<file path="config.mk">
export PLATFORM = sky130hd
export DESIGN_NAME = sdo_sync_detect
export DESIGN_NICKNAME = d
export VERILOG_FILES = /design/src/rtl/unused_placeholder_none.sv /design/src/shared/sdo_pkg.sv /design/src/rtl/sdo_sync_detect.sv
export SDC_FILE = /design/constraint.sdc
export NUM_CORES = 1
export LEC_CHECK = 0
export BUFFER_PORTS_ARGS = -buffer_cell sky130_fd_sc_hd__buf_2
export CORE_ASPECT_RATIO = 1.4
export CORE_MARGIN = 2
export CORE_UTILIZATION = 55
export DETAILED_ROUTE_END_ITERATION = 16
export PLACE_DENSITY_LB_ADDON = 0.2
export SLEW_MARGIN = 25
export SYNTH_ARGS = -nofsm -noshare
export SYNTH_HDL_FRONTEND = slang
export SYNTH_SLANG_ARGS = --single-unit
</file>
<file path="constraint.sdc">
create_clock -name sys_clk -period 6.6 [get_ports sys_clk]
set_input_delay 0.66 -clock sys_clk [delete_from_list [all_inputs] [get_ports sys_clk]]
set_output_delay 0.66 -clock sys_clk [all_outputs]
set_load 0.02 [all_outputs]
</file>
<file path="src/rtl/unused_placeholder_none.sv">
`timescale 1ns/1ps

</file>
<file path="src/shared/sdo_pkg.sv">
package sdo_pkg;
  // Clock
  localparam int CLK_MHZ = 50;

  // Register offsets
  localparam logic [7:0] ADDR_STATUS = 8'h01;
  localparam logic [7:0] ADDR_POLARITY = 8'h02;
  localparam logic [7:0] ADDR_INPUT_CFG = 8'h05;
  localparam logic [7:0] ADDR_OUTPUT_CFG = 8'h18;
  localparam logic [7:0] ADDR_LINE_WIDTH = 8'h19;

  // Reset values
  localparam logic [7:0] INPUT_CFG_RST = 8'h00;
  localparam logic [7:0] OUTPUT_CFG_RST = 8'hC0;
  localparam logic [7:0] LINE_WIDTH_RST = 8'h10;

  // Field positions
  localparam int IN_CHAN_BIT = 0;
  localparam int IN_YUV_BIT = 2;
  localparam int IN_SRC_LO = 3;
  localparam int OUT_WIDE_BIT = 0;
  localparam int OUT_FRAME_POL_BIT = 6;
  localparam int OUT_LINE_POL_BIT = 7;
  localparam int STAT_TRILEVEL_BIT = 6;
  localparam int STAT_COMPOSITE_BIT = 7;

  // Sync source selection in input config bits 4:3
  localparam logic [1:0] SRC_SEPARATE = 2'h0;
  localparam logic [1:0] SRC_COMPOSITE_HSYNC = 2'h1;
  localparam logic [1:0] SRC_GREEN = 2'h2;

  // Detection figures
  localparam int GREEN_RUN = 64;
  localparam int PULSE_TOL = 2;
  localparam int ACT_TIMEOUT_NS = 40_000_000;
  localparam int MIN_PULSE_NS = 100;
  localparam int BROAD_NS = 10_000;
  localparam int GAP_NS = 40_000;
  localparam int TRI_WIN_NS = 2_000;
  localparam int FRAME_PIXEL = 7;

  // Cycle counts, least times round up
  localparam int ACT_TIMEOUT_CYC = (ACT_TIMEOUT_NS * CLK_MHZ + 999) / 1000;
  localparam int MIN_PULSE_CYC = (MIN_PULSE_NS * CLK_MHZ + 999) / 1000;
  localparam int BROAD_CYC = (BROAD_NS * CLK_MHZ + 999) / 1000;
  localparam int GAP_CYC = (GAP_NS * CLK_MHZ + 999) / 1000;
  localparam int TRI_WIN_CYC = (TRI_WIN_NS * CLK_MHZ) / 1000;

  // Raw sync inputs, index 0 and 1 are the two channels
  typedef struct packed {
    logic [1:0] hsync;
    logic [1:0] vsync;
    logic [1:0] green;
    logic [1:0] trilevel;
  } sdo_sync_in_type;

  // Register access port
  typedef struct packed {
    logic wr;
    logic rd;
    logic [7:0] addr;
    logic [7:0] wdata;
  } sdo_reg_req_type;
endpackage : sdo_pkg

</file>
<file path="src/rtl/sdo_sync_detect.sv">
`timescale 1ns/1ps
// Operation
// - Green activity needs 64 matching pulses
// - Idle green noise never sets activity
// - Trilevel bit set without run check
// - Composite present on vertical inside source
// - Pass-through syncs are unclocked input copies, except vertical when green is selected
// - Green selected: separated vertical on vertical
// - Pass-through and separator run in power-down
// - Line sync trailing edge at pixel 0
// - Line sync width and polarity programmable
// - Width rounds even wide, odd YUV
// - Frame sync changes at pixel 7
// - All six inputs monitored, activity, polarity
module sdo_sync_detect
  import sdo_pkg::*;
#(
  parameter int ACT_TIMEOUT = sdo_pkg::ACT_TIMEOUT_CYC
) (
  input wire logic sys_clk,
  input wire logic reset_n,
  input wire sdo_pkg::sdo_sync_in_type sync_in,
  input wire logic power_down,
  input wire logic line_start,
  input wire sdo_pkg::sdo_reg_req_type reg_req,
  output logic [7:0] reg_rdata,
  output logic hsync_passthru,
  output logic vsync_passthru,
  output logic aligned_line_sync,
  output logic aligned_frame_sync
);
  import sdo_pkg::*;

  localparam logic [20:0] TMR_MAX = 21'h1F_FFFF;
  localparam logic [15:0] CNT_MAX = 16'hFFFF;
  localparam logic [11:0] PIX_MAX = 12'hFFF;

  typedef struct packed {
    logic [5:0] lvl;
    logic [5:0][20:0] act_tmr;
    logic [5:0] act;
    logic [5:0][15:0] pol_acc;
    logic [5:0] pol;
    logic [1:0][15:0] g_cnt;
    logic [1:0][15:0] g_hi;
    logic [1:0][15:0] g_per_prev;
    logic [1:0][15:0] g_wid_prev;
    logic [1:0][6:0] g_run;
    logic [1:0] g_act;
    logic [15:0] tri_win;
    logic [20:0] tri_tmr;
    logic [15:0] sep_run;
    logic [15:0] sep_gap;
    logic vsep;
    logic [20:0] comp_tmr;
    logic [11:0] pix;
    logic [11:0] line_len;
    logic line_q;
    logic frame_q;
    logic [7:0] input_cfg;
    logic [7:0] output_cfg;
    logic [7:0] line_width;
    logic [7:0] rdata;
  } sdo_state_type;

  sdo_state_type q, d;

  // Pulse period or width match within tolerance
  function automatic logic sdo_near(input logic [15:0] a, input logic [15:0] b);
    logic [15:0] diff;
    diff = (a > b) ? a - b : b - a;
    return diff <= 16'(PULSE_TOL);
  endfunction : sdo_near

  // Saturating event timer
  function automatic logic [20:0] sdo_tick(input logic [20:0] t);
    return (t == TMR_MAX) ? t : t + 21'h0_0001;
  endfunction : sdo_tick

  // Flattened input vector: hs0, vs0, g0, hs1, vs1, g1
  logic [5:0] sin_v;
  logic chan;
  logic [1:0] src;
  logic comp_raw;
  logic [7:0] width_eff;
  assign sin_v = {sync_in.green[1], sync_in.vsync[1], sync_in.hsync[1],
                  sync_in.green[0], sync_in.vsync[0], sync_in.hsync[0]};
  assign chan = q.input_cfg[IN_CHAN_BIT];
  assign src = q.input_cfg[IN_SRC_LO +: 2];
  assign comp_raw = (src == SRC_GREEN) ? sync_in.green[chan] : sync_in.hsync[chan];

  // Effective line sync width in pixel clocks
  always_comb begin
    if (q.output_cfg[OUT_WIDE_BIT]) begin
      width_eff = {q.line_width[7:1], 1'b0};
    end else if (q.input_cfg[IN_YUV_BIT]) begin
      width_eff = {q.line_width[7:1], 1'b1};
    end else begin
      width_eff = q.line_width;
    end
  end

  // Pass-through syncs, combinational copies of the selected channel, except vertical from the separator when green is selected
  assign hsync_passthru = (src == SRC_GREEN) ? sync_in.green[chan] : sync_in.hsync[chan];
  assign vsync_passthru = (src == SRC_GREEN) ? q.vsep : sync_in.vsync[chan];

  // Next state
  always_comb begin
    logic rise;
    logic fall;
    logic comp_act;
    logic vert_act;
    logic line_act;
    logic [11:0] next_pix;
    logic [15:0] per;
    logic [15:0] wid;
    rise = 1'b0;
    fall = 1'b0;
    comp_act = 1'b0;
    vert_act = 1'b0;
    line_act = 1'b0;
    next_pix = '0;
    per = '0;
    wid = '0;
    d = q;
    d.lvl = sin_v;

    // Activity and polarity on all six inputs
    for (int i = 0; i < 6; i++) begin
      rise = sin_v[i] & ~q.lvl[i];
      d.act_tmr[i] = (sin_v[i] != q.lvl[i]) ? '0 : sdo_tick(q.act_tmr[i]);
      d.act[i] = q.act_tmr[i] < 21'(ACT_TIMEOUT);
      if (rise) begin
        d.pol[i] = q.pol_acc[i][15]; // Mostly low means active high
        d.pol_acc[i] = '0;
      end else if (sin_v[i] && q.pol_acc[i] != 16'h7FFF) begin
        d.pol_acc[i] = q.pol_acc[i] + 16'h0001;
      end else if (!sin_v[i] && q.pol_acc[i] != 16'h8000) begin
        d.pol_acc[i] = q.pol_acc[i] - 16'h0001;
      end
    end

    // Green channel run of matching pulses per channel
    for (int c = 0; c < 2; c++) begin
      rise = sin_v[3 * c + 2] & ~q.lvl[3 * c + 2];
      per = q.g_cnt[c];
      wid = q.g_hi[c];
      if (rise) begin
        d.g_cnt[c] = 16'h0001;
        d.g_hi[c] = 16'h0001;
        d.g_per_prev[c] = per;
        d.g_wid_prev[c] = wid;
        if (wid < 16'(MIN_PULSE_CYC)) begin
          d.g_run[c] = '0; // Glitch breaks the run
          d.g_act[c] = 1'b0;
        end else if (sdo_near(per, q.g_per_prev[c]) && sdo_near(wid, q.g_wid_prev[c])) begin
          if (q.g_run[c] != 7'(GREEN_RUN)) begin
            d.g_run[c] = q.g_run[c] + 7'h01;
          end
          d.g_act[c] = (q.g_run[c] + 7'h01) >= 7'(GREEN_RUN);
        end else begin
          d.g_run[c] = '0;
          d.g_act[c] = 1'b0;
        end
      end else if (q.g_cnt[c] == CNT_MAX) begin
        d.g_run[c] = '0; // Flat clamped level
        d.g_act[c] = 1'b0;
      end else begin
        d.g_cnt[c] = q.g_cnt[c] + 16'h0001;
        d.g_hi[c] = q.g_hi[c] + 16'(sin_v[3 * c + 2]);
      end
    end

    // Trilevel: upper excursion just after a green sync tip, no run check
    fall = ~sync_in.green[chan] & q.lvl[3 * chan + 2];
    if (fall) begin
      d.tri_win = 16'(TRI_WIN_CYC);
    end else if (q.tri_win != '0) begin
      d.tri_win = q.tri_win - 16'h0001;
    end
    d.tri_tmr = (sync_in.trilevel[chan] && q.tri_win != '0) ? '0 : sdo_tick(q.tri_tmr);

    // Sync separator on the selected composite source, kept running in power-down
    comp_act = comp_raw == q.pol[3 * chan + ((src == SRC_GREEN) ? 2 : 0)];
    if (comp_act) begin
      d.sep_gap = '0;
      d.sep_run = (q.sep_run == CNT_MAX) ? q.sep_run : q.sep_run + 16'h0001;
      if (q.sep_run >= 16'(BROAD_CYC)) begin
        d.vsep = 1'b1; // Broad pulse opens the vertical interval
      end
    end else begin
      d.sep_run = '0;
      d.sep_gap = (q.sep_gap == CNT_MAX) ? q.sep_gap : q.sep_gap + 16'h0001;
      if (q.sep_gap >= 16'(GAP_CYC)) begin
        d.vsep = 1'b0; // Equalization spacing holds it, a full line gap ends it
      end
    end
    d.comp_tmr = (d.vsep && !q.vsep) ? '0 : sdo_tick(q.comp_tmr);

    // Pixel position of the next cycle, pixel 0 being the line_start cycle itself
    next_pix = line_start ? 12'h001 : ((q.pix == PIX_MAX) ? q.pix : q.pix + 12'h001);
    d.pix = next_pix;
    if (line_start) begin
      d.line_len = q.pix; // Pixels since the previous line start
    end
    // Active on the last pixels of a line so that it ends as pixel 0 appears
    line_act = !power_down && next_pix < q.line_len &&
               ({1'b0, next_pix} + {5'h00, width_eff} >= {1'b0, q.line_len});
    d.line_q = line_act ? q.output_cfg[OUT_LINE_POL_BIT] : ~q.output_cfg[OUT_LINE_POL_BIT];
    vert_act = (src == SRC_SEPARATE) ? (sync_in.vsync[chan] == q.pol[3 * chan + 1]) : q.vsep;
    if (next_pix == 12'(FRAME_PIXEL) || power_down) begin
      d.frame_q = (vert_act && !power_down) ? q.output_cfg[OUT_FRAME_POL_BIT]
                                            : ~q.output_cfg[OUT_FRAME_POL_BIT];
    end

    // Register writes
    if (reg_req.wr) begin
      unique case (reg_req.addr)
        ADDR_INPUT_CFG: d.input_cfg = reg_req.wdata;
        ADDR_OUTPUT_CFG: d.output_cfg = reg_req.wdata;
        ADDR_LINE_WIDTH: d.line_width = reg_req.wdata;
        default: d.input_cfg = q.input_cfg;
      endcase
    end

    // Register reads, answered the next cycle
    if (reg_req.rd) begin
      unique case (reg_req.addr)
        ADDR_STATUS: begin
          d.rdata = {(src != SRC_SEPARATE) && q.comp_tmr < 21'(ACT_TIMEOUT),
                     q.tri_tmr < 21'(ACT_TIMEOUT),
                     q.g_act[1], q.act[4], q.act[3], q.g_act[0], q.act[1], q.act[0]};
        end
        ADDR_POLARITY: d.rdata = {2'b00, q.pol};
        ADDR_INPUT_CFG: d.rdata = q.input_cfg;
        ADDR_OUTPUT_CFG: d.rdata = q.output_cfg;
        ADDR_LINE_WIDTH: d.rdata = q.line_width;
        default: d.rdata = 8'h00;
      endcase
    end
  end

  // State register
  always_ff @(posedge sys_clk or negedge reset_n) begin
    if (!reset_n) begin
      q <= '0;
      q.act_tmr <= {6{TMR_MAX}};
      q.tri_tmr <= TMR_MAX;
      q.comp_tmr <= TMR_MAX;
      q.pix <= PIX_MAX; // No frame edge before the first line start
      q.line_q <= ~OUTPUT_CFG_RST[OUT_LINE_POL_BIT];
      q.frame_q <= ~OUTPUT_CFG_RST[OUT_FRAME_POL_BIT];
      q.input_cfg <= INPUT_CFG_RST;
      q.output_cfg <= OUTPUT_CFG_RST;
      q.line_width <= LINE_WIDTH_RST;
    end else begin
      q <= d;
    end
  end

  assign reg_rdata = q.rdata;
  assign aligned_line_sync = q.line_q;
  assign aligned_frame_sync = q.frame_q;
endmodule : sdo_sync_detect

</file>
==> impl_metrics.json, run 1 <==
{
  "share_comb_of_total_power_pct": 45.1,
  "postRouteAntennaNets": 0,
  "cts_tree": "done",
  "clk_pin_slew_worst_paths_ns": 0.06,
  "vias": 27600,
  "final_hold_viol_count": 0,
  "yosysTopAreaCellShare_pct": 25.8,
  "drt-vias-per-instance": 5.87,
  "max_fclk_mhz": 208,
  "power_switching_share_pct": 38.5,
  "floorplan.die.width_um": 213,
  "synth_seq_cells": 489,
  "synth.distinct_cells": 102,
  "cts-hold-fix-buffers": 0,
  "pd_cells_nw_per_um2": 358,
  "yosysSeqAreaShare_pct": 36.8,
  "floorplan.die_area_um2": 63400,
  "synth.net_count": 4155,
  "synth_area_per_cell_um2": 8.77,
  "yosys_most_used_dff": "sky130_fd_sc_hd__dfrtp_1",
  "run_status": "completed",
  "post-route-drc-count": 0,
  "postCtsSetupBuffers": 0,
  "count_leader_synth": "sky130_fd_sc_hd__nor2_1",
  "h-tree-depth": 2,
  "gp_congestion": 0.933,
  "crit_path_cell_trace": "ha_1 > nand2_1 > nor4_4 > xnor2_1 > nor2_1 > inv_1 > ha_1 > inv_1 > fa_1 > nor2b_1 > nand2b_1 > xnor2_1 > ha_1 > a31oi_1 > nand2_1 > a21oi_1 > nor2b_1 > o21a_1 > o21ai_0 > a21oi_1 > o311a_1 > o31ai_1 > xor2_1",
  "drtPass1Iterations": 5,
  "final.min_clock_period_ns": 4.82,
  "switchingPower_uw": 5050,
  "synthesis.instances": 3846,
  "reg2regPathDepth": 23,
  "internal_pwr_total_uw": 8070,
  "place.port_buffers": 41,
  "critical_path_required_ns": 7.14,
  "worstHoldPathType": "in2async",
  "synth_top_cells_by_count": "401 x sky130_fd_sc_hd__nor2_1, 348 x sky130_fd_sc_hd__dfrtp_1, 316 x sky130_fd_sc_hd__nand2_1",
  "drt-initial-drc-count": 1824,
  "p_leak_uw": 0.0158,
  "num-nets-final": 4144,
  "slew_viol_final": 0,
  "end_kind": "flip-flop",
  "worst-slew-pin-transition_ns": 1.05,
  "boundaryPins": 42,
  "wl_um": 77100,
  "netlist.top_cell.by_area": "sky130_fd_sc_hd__dfrtp_1",
  "clock_power_share_pct": 24.6,
  "crit_path_frequent_cell": "sky130_fd_sc_hd__ha_1",
  "totalNegativeSetupSlack_ns": 0,
  "chipHeight_um": 297,
  "ys.warnings.count": 0,
  "rsz0062_at_grt": "no",
  "power.sequential.fraction_pct": 30.2,
  "grt_first_pass_wirelength_um": 130000,
  "clock-skew-final_ns": 0.0193,
  "crit_path_max_fanout": 5,
  "largest_net_degree_at_the_start_of_global_routing": 188,
  "synth_edf_count": 0,
  "timing.slew.headroom_pct": 30.2,
  "worstSetupStartpointType": "flip-flop",
  "grtUsageTotal_pct": 24.4,
  "clockBufferDepth": 3,
  "synthesis.area_um2": 33700,
  "hpwl_after_dpl_um": 55300,
  "async_reset_ff_share_pct": 100,
  "path_class": "reg2reg",
  "drt-wirelength-per-cell_um": 16.4,
  "area.growth.synth_to_final_pct": 8.47,
  "cts_sinks": 489,
  "drive_gt1_share_pct": 10.2,
  "worst_ep_arrival_time_ns": 5.35,
  "antenna_found_initial": 3,
  "via_count_of_the_first_global_routing_pass": 26900,
  "max-vdd-ir-drop_mv": 0.279,
  "grt_overflow_total": 0,
  "hold_slack_ns": 0.00704,
  "finalCritPeriodShare_pct": 73.0,
  "finalSetupViolCount": 0,
  "std_cell_rows": 107,
  "start_util_pct": 55.5,
  "cts-buffers-inserted": 51,
  "fp.coreArea_um2": 60800,
  "cts-resized-gates": 0,
  "max_cap_viol_count": 0,
  "maximum_cell_stage_delay_along_the_critical_path_ns": 0.57,
  "worst_skew_pair.late_latency_ns": 0.62,
  "synth_area_leaders": "sky130_fd_sc_hd__dfrtp_1 26%, sky130_fd_sc_hd__dfstp_2 11%, sky130_fd_sc_hd__ha_1 9.8%",
  "critical_path.slowest_cell": "sky130_fd_sc_hd__dfstp_2",
  "clk_root_buffer_cell": "sky130_fd_sc_hd__clkbuf_16",
  "n_antenna_cell": 0
}
[final cells by class]
type	count	area (um2)
Fill cell	5438	24200
Multi-Input combinational cell	2967	19900
Timing Repair Buffer	57	380
Sequential cell	489	12400
Tap cell	817	1020
Inverter	269	1010
Clock inverter	27	440
Clock buffer	69	1450
[final timing paths]
check	start	slack, ns	to
setup / recovery	q[46]$_DFF_PN1_	1.78	aligned_line_sync$_DFF_PN0_
hold / removal	reset_n	0.007	q[198]$_DFFE_PN0P_
setup reg to reg	q[46]$_DFF_PN1_	1.78	aligned_line_sync$_DFF_PN0_
hold reg to reg	q[505]$_DFFE_PN1P_	0.50	q[505]$_DFFE_PN1P_
max in group asynchronous	reset_n	5.15	q[258]$_DFFE_PN0P_
min in group sys_clk	sync_in[4]	0.27	q[528]$_DFF_PN0_
[cell usage in the layout (no fill, tap or decap), types with 130 or more instances in the layout]
cell type and n:
sky130_fd_sc_hd__xor2_1 142, sky130_fd_sc_hd__nand2_1 316, sky130_fd_sc_hd__nor2_1 400, sky130_fd_sc_hd__o21ai_0 274, sky130_fd_sc_hd__ha_1 264, sky130_fd_sc_hd__xnor2_1 164, sky130_fd_sc_hd__nand3_1 130, sky130_fd_sc_hd__inv_1 267
sky130_fd_sc_hd__a21oi_1 207, sky130_fd_sc_hd__dfrtp_1 348, sky130_fd_sc_hd__dfstp_2 141
[through the flow]
step / util [%] / std cells / setup WS (ns) / area (um2) / total power [uW]
floorplan: - / 3846 / 1.79 / 33700 / 8550
global placement: 57.0 / 4598 / 1.86 / 34700 / 9760
detailed placement: 57.0 / 4598 / 1.76 / 34700 / 9840
CTS: 60.2 / 4694 / 1.73 / 36600 / 13200
global route: 60.2 / 4695 / 1.30 / 36600 / 14100
finish: 60.2 / 4695 / 1.78 / 36600 / 13100
[per-layer routing]
layer  vias to the layer above  track usage, %  routed length, um
met5                         -               0                 18
met4                         2            9.64               3010
met3                       173            2.84               2390
met2                       486            43.7              39100
met1                     13200            29.6              32600
li1                      13700               -                  -
[cells by family after synthesis]
family | after synthesis | share of synthesized area, %
and+or+nand+nor | 1422 | 20.8
AOI/OAI and AO/OA | 888 | 16.9
DFF | 489 | 36.8
buffers and inverters | 390 | 4.51
xor gates and xnor gates | 306 | 7.94
adders and majority gates | 281 | 10.7
muxes | 70 | 2.29
[critical path, delay by kind of cell (launching register included)]
| family | cells | cell delay [ns] |
|---|---|---|
| AO/OA/AOI/OAI | 7 | 1.36 |
| AND/OR/NAND/NOR | 7 | 1.09 |
| adder cells (fa/ha/maj) | 4 | 1.05 |
| flip-flops | 1 | 0.57 |
| XOR/XNOR | 3 | 0.46 |
| buffers and inverters | 2 | 0.18 |
[power by group through the flow]
stage / logic (uW) / registers [uW] / clock network, uW
detailed placement: 5830 / 4010 / 0
finish: 5920 / 3960 / 3230
CTS: 5880 / 3960 / 3310
floorplan: 4700 / 3860 / 0
global route: 6610 / 4030 / 3440
global placement: 5770 / 4000 / 0
[state kept, by name, indices dropped and copies added (netlist names)]
name / cells
aligned_frame_sync: 1
aligned_line_sync: 1
chan: 1
q: 478
reg_rdata: 8
Power figures use the tool's default switching activity.
==> inputs of run 2 (changes only) <==
- clock period: 6.6 -> 4.18 ns (I/O delays scaled with it)
==> run 2 against run 1 <==
Routed wire length grew 3.2%. Count of clock-buffer cells in the layout grew 6. Non-clock buffer count rose by 92. The run now ends with negative setup slack left. Final cell count increased by 2.0%. Largest power group unchanged. Sequential share of layout area decreased by 0.59 points. Global-route usage up 0.88 points. Die area unchanged. Core utilization is 1.1 points higher. Register-to-register slack got worse by 1.9 ns. Critical endpoint unchanged. Flip-flop and latch count unchanged. Combinational power increased by 62%.
==> impl_metrics.json, run 2 (synthesis results as in run 1) <==
{
  "run_status": "finished with violations",
  "violations_in_the_final_reports": "negative setup slack",
  "post-route-drc-count": 0,
  "finalSetupViolCount": 1,
  "fp.coreArea_um2": 60800,
  "number_of_flip_flops_in_the_largest_register": 478,
  "largest_net_degree_at_the_start_of_global_routing": 92,
  "crit_path_max_fanout": 3,
  "start_util_pct": 55.5,
  "layout.cell_area.non_filler_um2": 37200,
  "finalPower_uw": 20500,
  "std_cell_rows": 107,
  "worstHoldPathType": "in2reg",
  "clockBufferDepth": 3,
  "hold_slack_ns": 0.0718,
  "rsz0062_at_grt": "yes",
  "slew_viol_final": 0,
  "cts_sinks": 489,
  "timing.slew.headroom_pct": 36.9,
  "commonest_non_fill_non_tap_cell_in_the_layout": "sky130_fd_sc_hd__nor2_1",
  "clk_root_buffer_cell": "sky130_fd_sc_hd__clkbuf_16",
  "p_leak_uw": 0.0163,
  "critical_path.slowest_cell": "sky130_fd_sc_hd__dfstp_2",
  "worst-slew-pin-transition_ns": 0.941,
  "maximum_cell_stage_delay_along_the_critical_path_ns": 0.55,
  "area.growth.synth_to_final_pct": 10.4,
  "most_frequent_cells_in_the_layout": "400 x sky130_fd_sc_hd__nor2_1, 348 x sky130_fd_sc_hd__dfrtp_1, 314 x sky130_fd_sc_hd__nand2_1",
  "floorplan.die_area_um2": 63400,
  "final.min_clock_period_ns": 4.26,
  "place_area_um2": 35400,
  "floorplan.die.width_um": 213,
  "cts_tree": "done",
  "vias": 28000,
  "antenna_found_initial": 1,
  "critical_path_required_ns": 4.70,
  "max-vdd-ir-drop_mv": 0.415,
  "max_cap_viol_count": 0,
  "worstSetupStartpointType": "flip-flop",
  "wl_um": 79600,
  "setup_slack_ns": -0.0838,
  "gp_congestion": 0.937,
  "hpwl_after_dpl_um": 58900,
  "place.port_buffers": 41,
  "registers.top_by_ff_count": "q",
  "grt_overflow_total": 0,
  "postRouteAntennaNets": 0,
  "n_antenna_cell": 0,
  "worst_ep_arrival_time_ns": 4.79,
  "drt-wirelength-per-cell_um": 16.6,
  "chipHeight_um": 297,
  "drtPass1Iterations": 6,
  "crit_path_cell_trace": "nand4_4 > nor4_4 > xnor2_1 > nor2_1 > inv_1 > ha_2 > inv_1 > fa_2 > nor2b_1 > nand2b_1 > xnor2_1 > ha_1 > a31oi_1 > nand2_1 > a21oi_2 > nor2b_1 > o21a_1 > o21ai_2 > a21oi_1 > o311a_1 > o31ai_2 > xor2_1",
  "via_count_of_the_first_global_routing_pass": 27700,
  "drive_gt1_share_pct": 12.7,
  "finalCritPeriodShare_pct": 102,
  "clk_pin_slew_worst_paths_ns": 0.06,
  "max_fclk_mhz": 235,
  "grt_first_pass_wirelength_um": 134000,
  "h-tree-depth": 2,
  "boundaryPins": 42,
  "final_hold_viol_count": 0,
  "grtUsageTotal_pct": 25.3,
  "pd_cells_nw_per_um2": 551,
  "clock-skew-final_ns": 0.0288,
  "drt-initial-drc-count": 1702,
  "worst_skew_pair.late_latency_ns": 0.60,
  "drt-vias-per-instance": 5.86,
  "end_kind": "flip-flop",
  "cts-buffers-inserted": 52,
  "num-nets-final": 4237,
  "path_class": "reg2reg"
}
## run 2: worst paths after layout
check | cells past startpoint | slack (ns) | to | start
setup / recovery | 22 | -0.08 | aligned_line_sync$_DFF_PN0_ | q[57]$_DFF_PN1_
hold / removal | 2 | 0.07 | aligned_frame_sync$_DFFE_PN0P_ | power_down
min in group asynchronous | 2 | 0.46 | q[352]$_DFFE_PN0P_ | reset_n
setup reg to reg | 22 | -0.08 | aligned_line_sync$_DFF_PN0_ | q[57]$_DFF_PN1_
hold reg to reg | 2 | 0.50 | q[420]$_DFFE_PN1P_ | q[420]$_DFFE_PN1P_
max in group asynchronous | 3 | 2.76 | q[123]$_DFFE_PN1P_ | reset_n
## run 2: repair_timing
item / 4_1_cts / 5_1_grt
hold buffers: 1 / 0
setup endpoints to repair: 1 / 16
setup buffers: 1 / 2
pin swaps: 19 / 10
endpoints found under the hold margin: 49 / 0
gates resized for setup: 23 / 15
## run 2: power breakdown
| group | total (uW) | switching (uW) | internal (uW) |
|---|---|---|---|
| sequential | 6260 | 756 | 5510 |
| clock | 4650 | 2010 | 2630 |
| combinational | 9610 | 5290 | 4320 |
## run 2: final cells by class
cell class	instances	area (um2)
Clock buffer	75	1540
Clock inverter	21	166
Fill cell	5457	23500
Inverter	269	1010
Multi-Input combinational cell	2967	20000
Sequential cell	489	12400
Tap cell	817	1020
Timing Repair Buffer	149	1080
## run 2: worst max-delay path: cells and delay by family (launching register included)
kind                       cells  cell delay [ns]
buffers and inverters          2             0.14
DFF                            1             0.55
and+or+nand+nor                7             0.98
adders and majority gates      3             0.80
AOI/OAI and AO/OA              7             1.27
xor gates and xnor gates       3             0.45
## run 2: layer usage
layer	vias to the layer above	part of all wire [%]	global-route usage (%)
met5	-	0.016	0
met4	2	4.3	10.7
met3	209	3.3	3.19
met2	455	51	45.6
met1	13500	41	29.9
li1	13800	-	-
## run 2: stage by stage
step	worst slack [ns]	utilization (%)	TNS, ns	std cells
2_1_floorplan	-0.0353	-	-0.0353	3846
3_3_place_gp	-0.198	58.2	-0.198	4687
3_5_place_dp	-0.294	58.2	-0.294	4687
4_1_cts	-0.152	61.1	-0.152	4785
5_1_grt	-0.362	61.3	-0.362	4787
6_report	-0.0838	61.3	-0.0838	4787
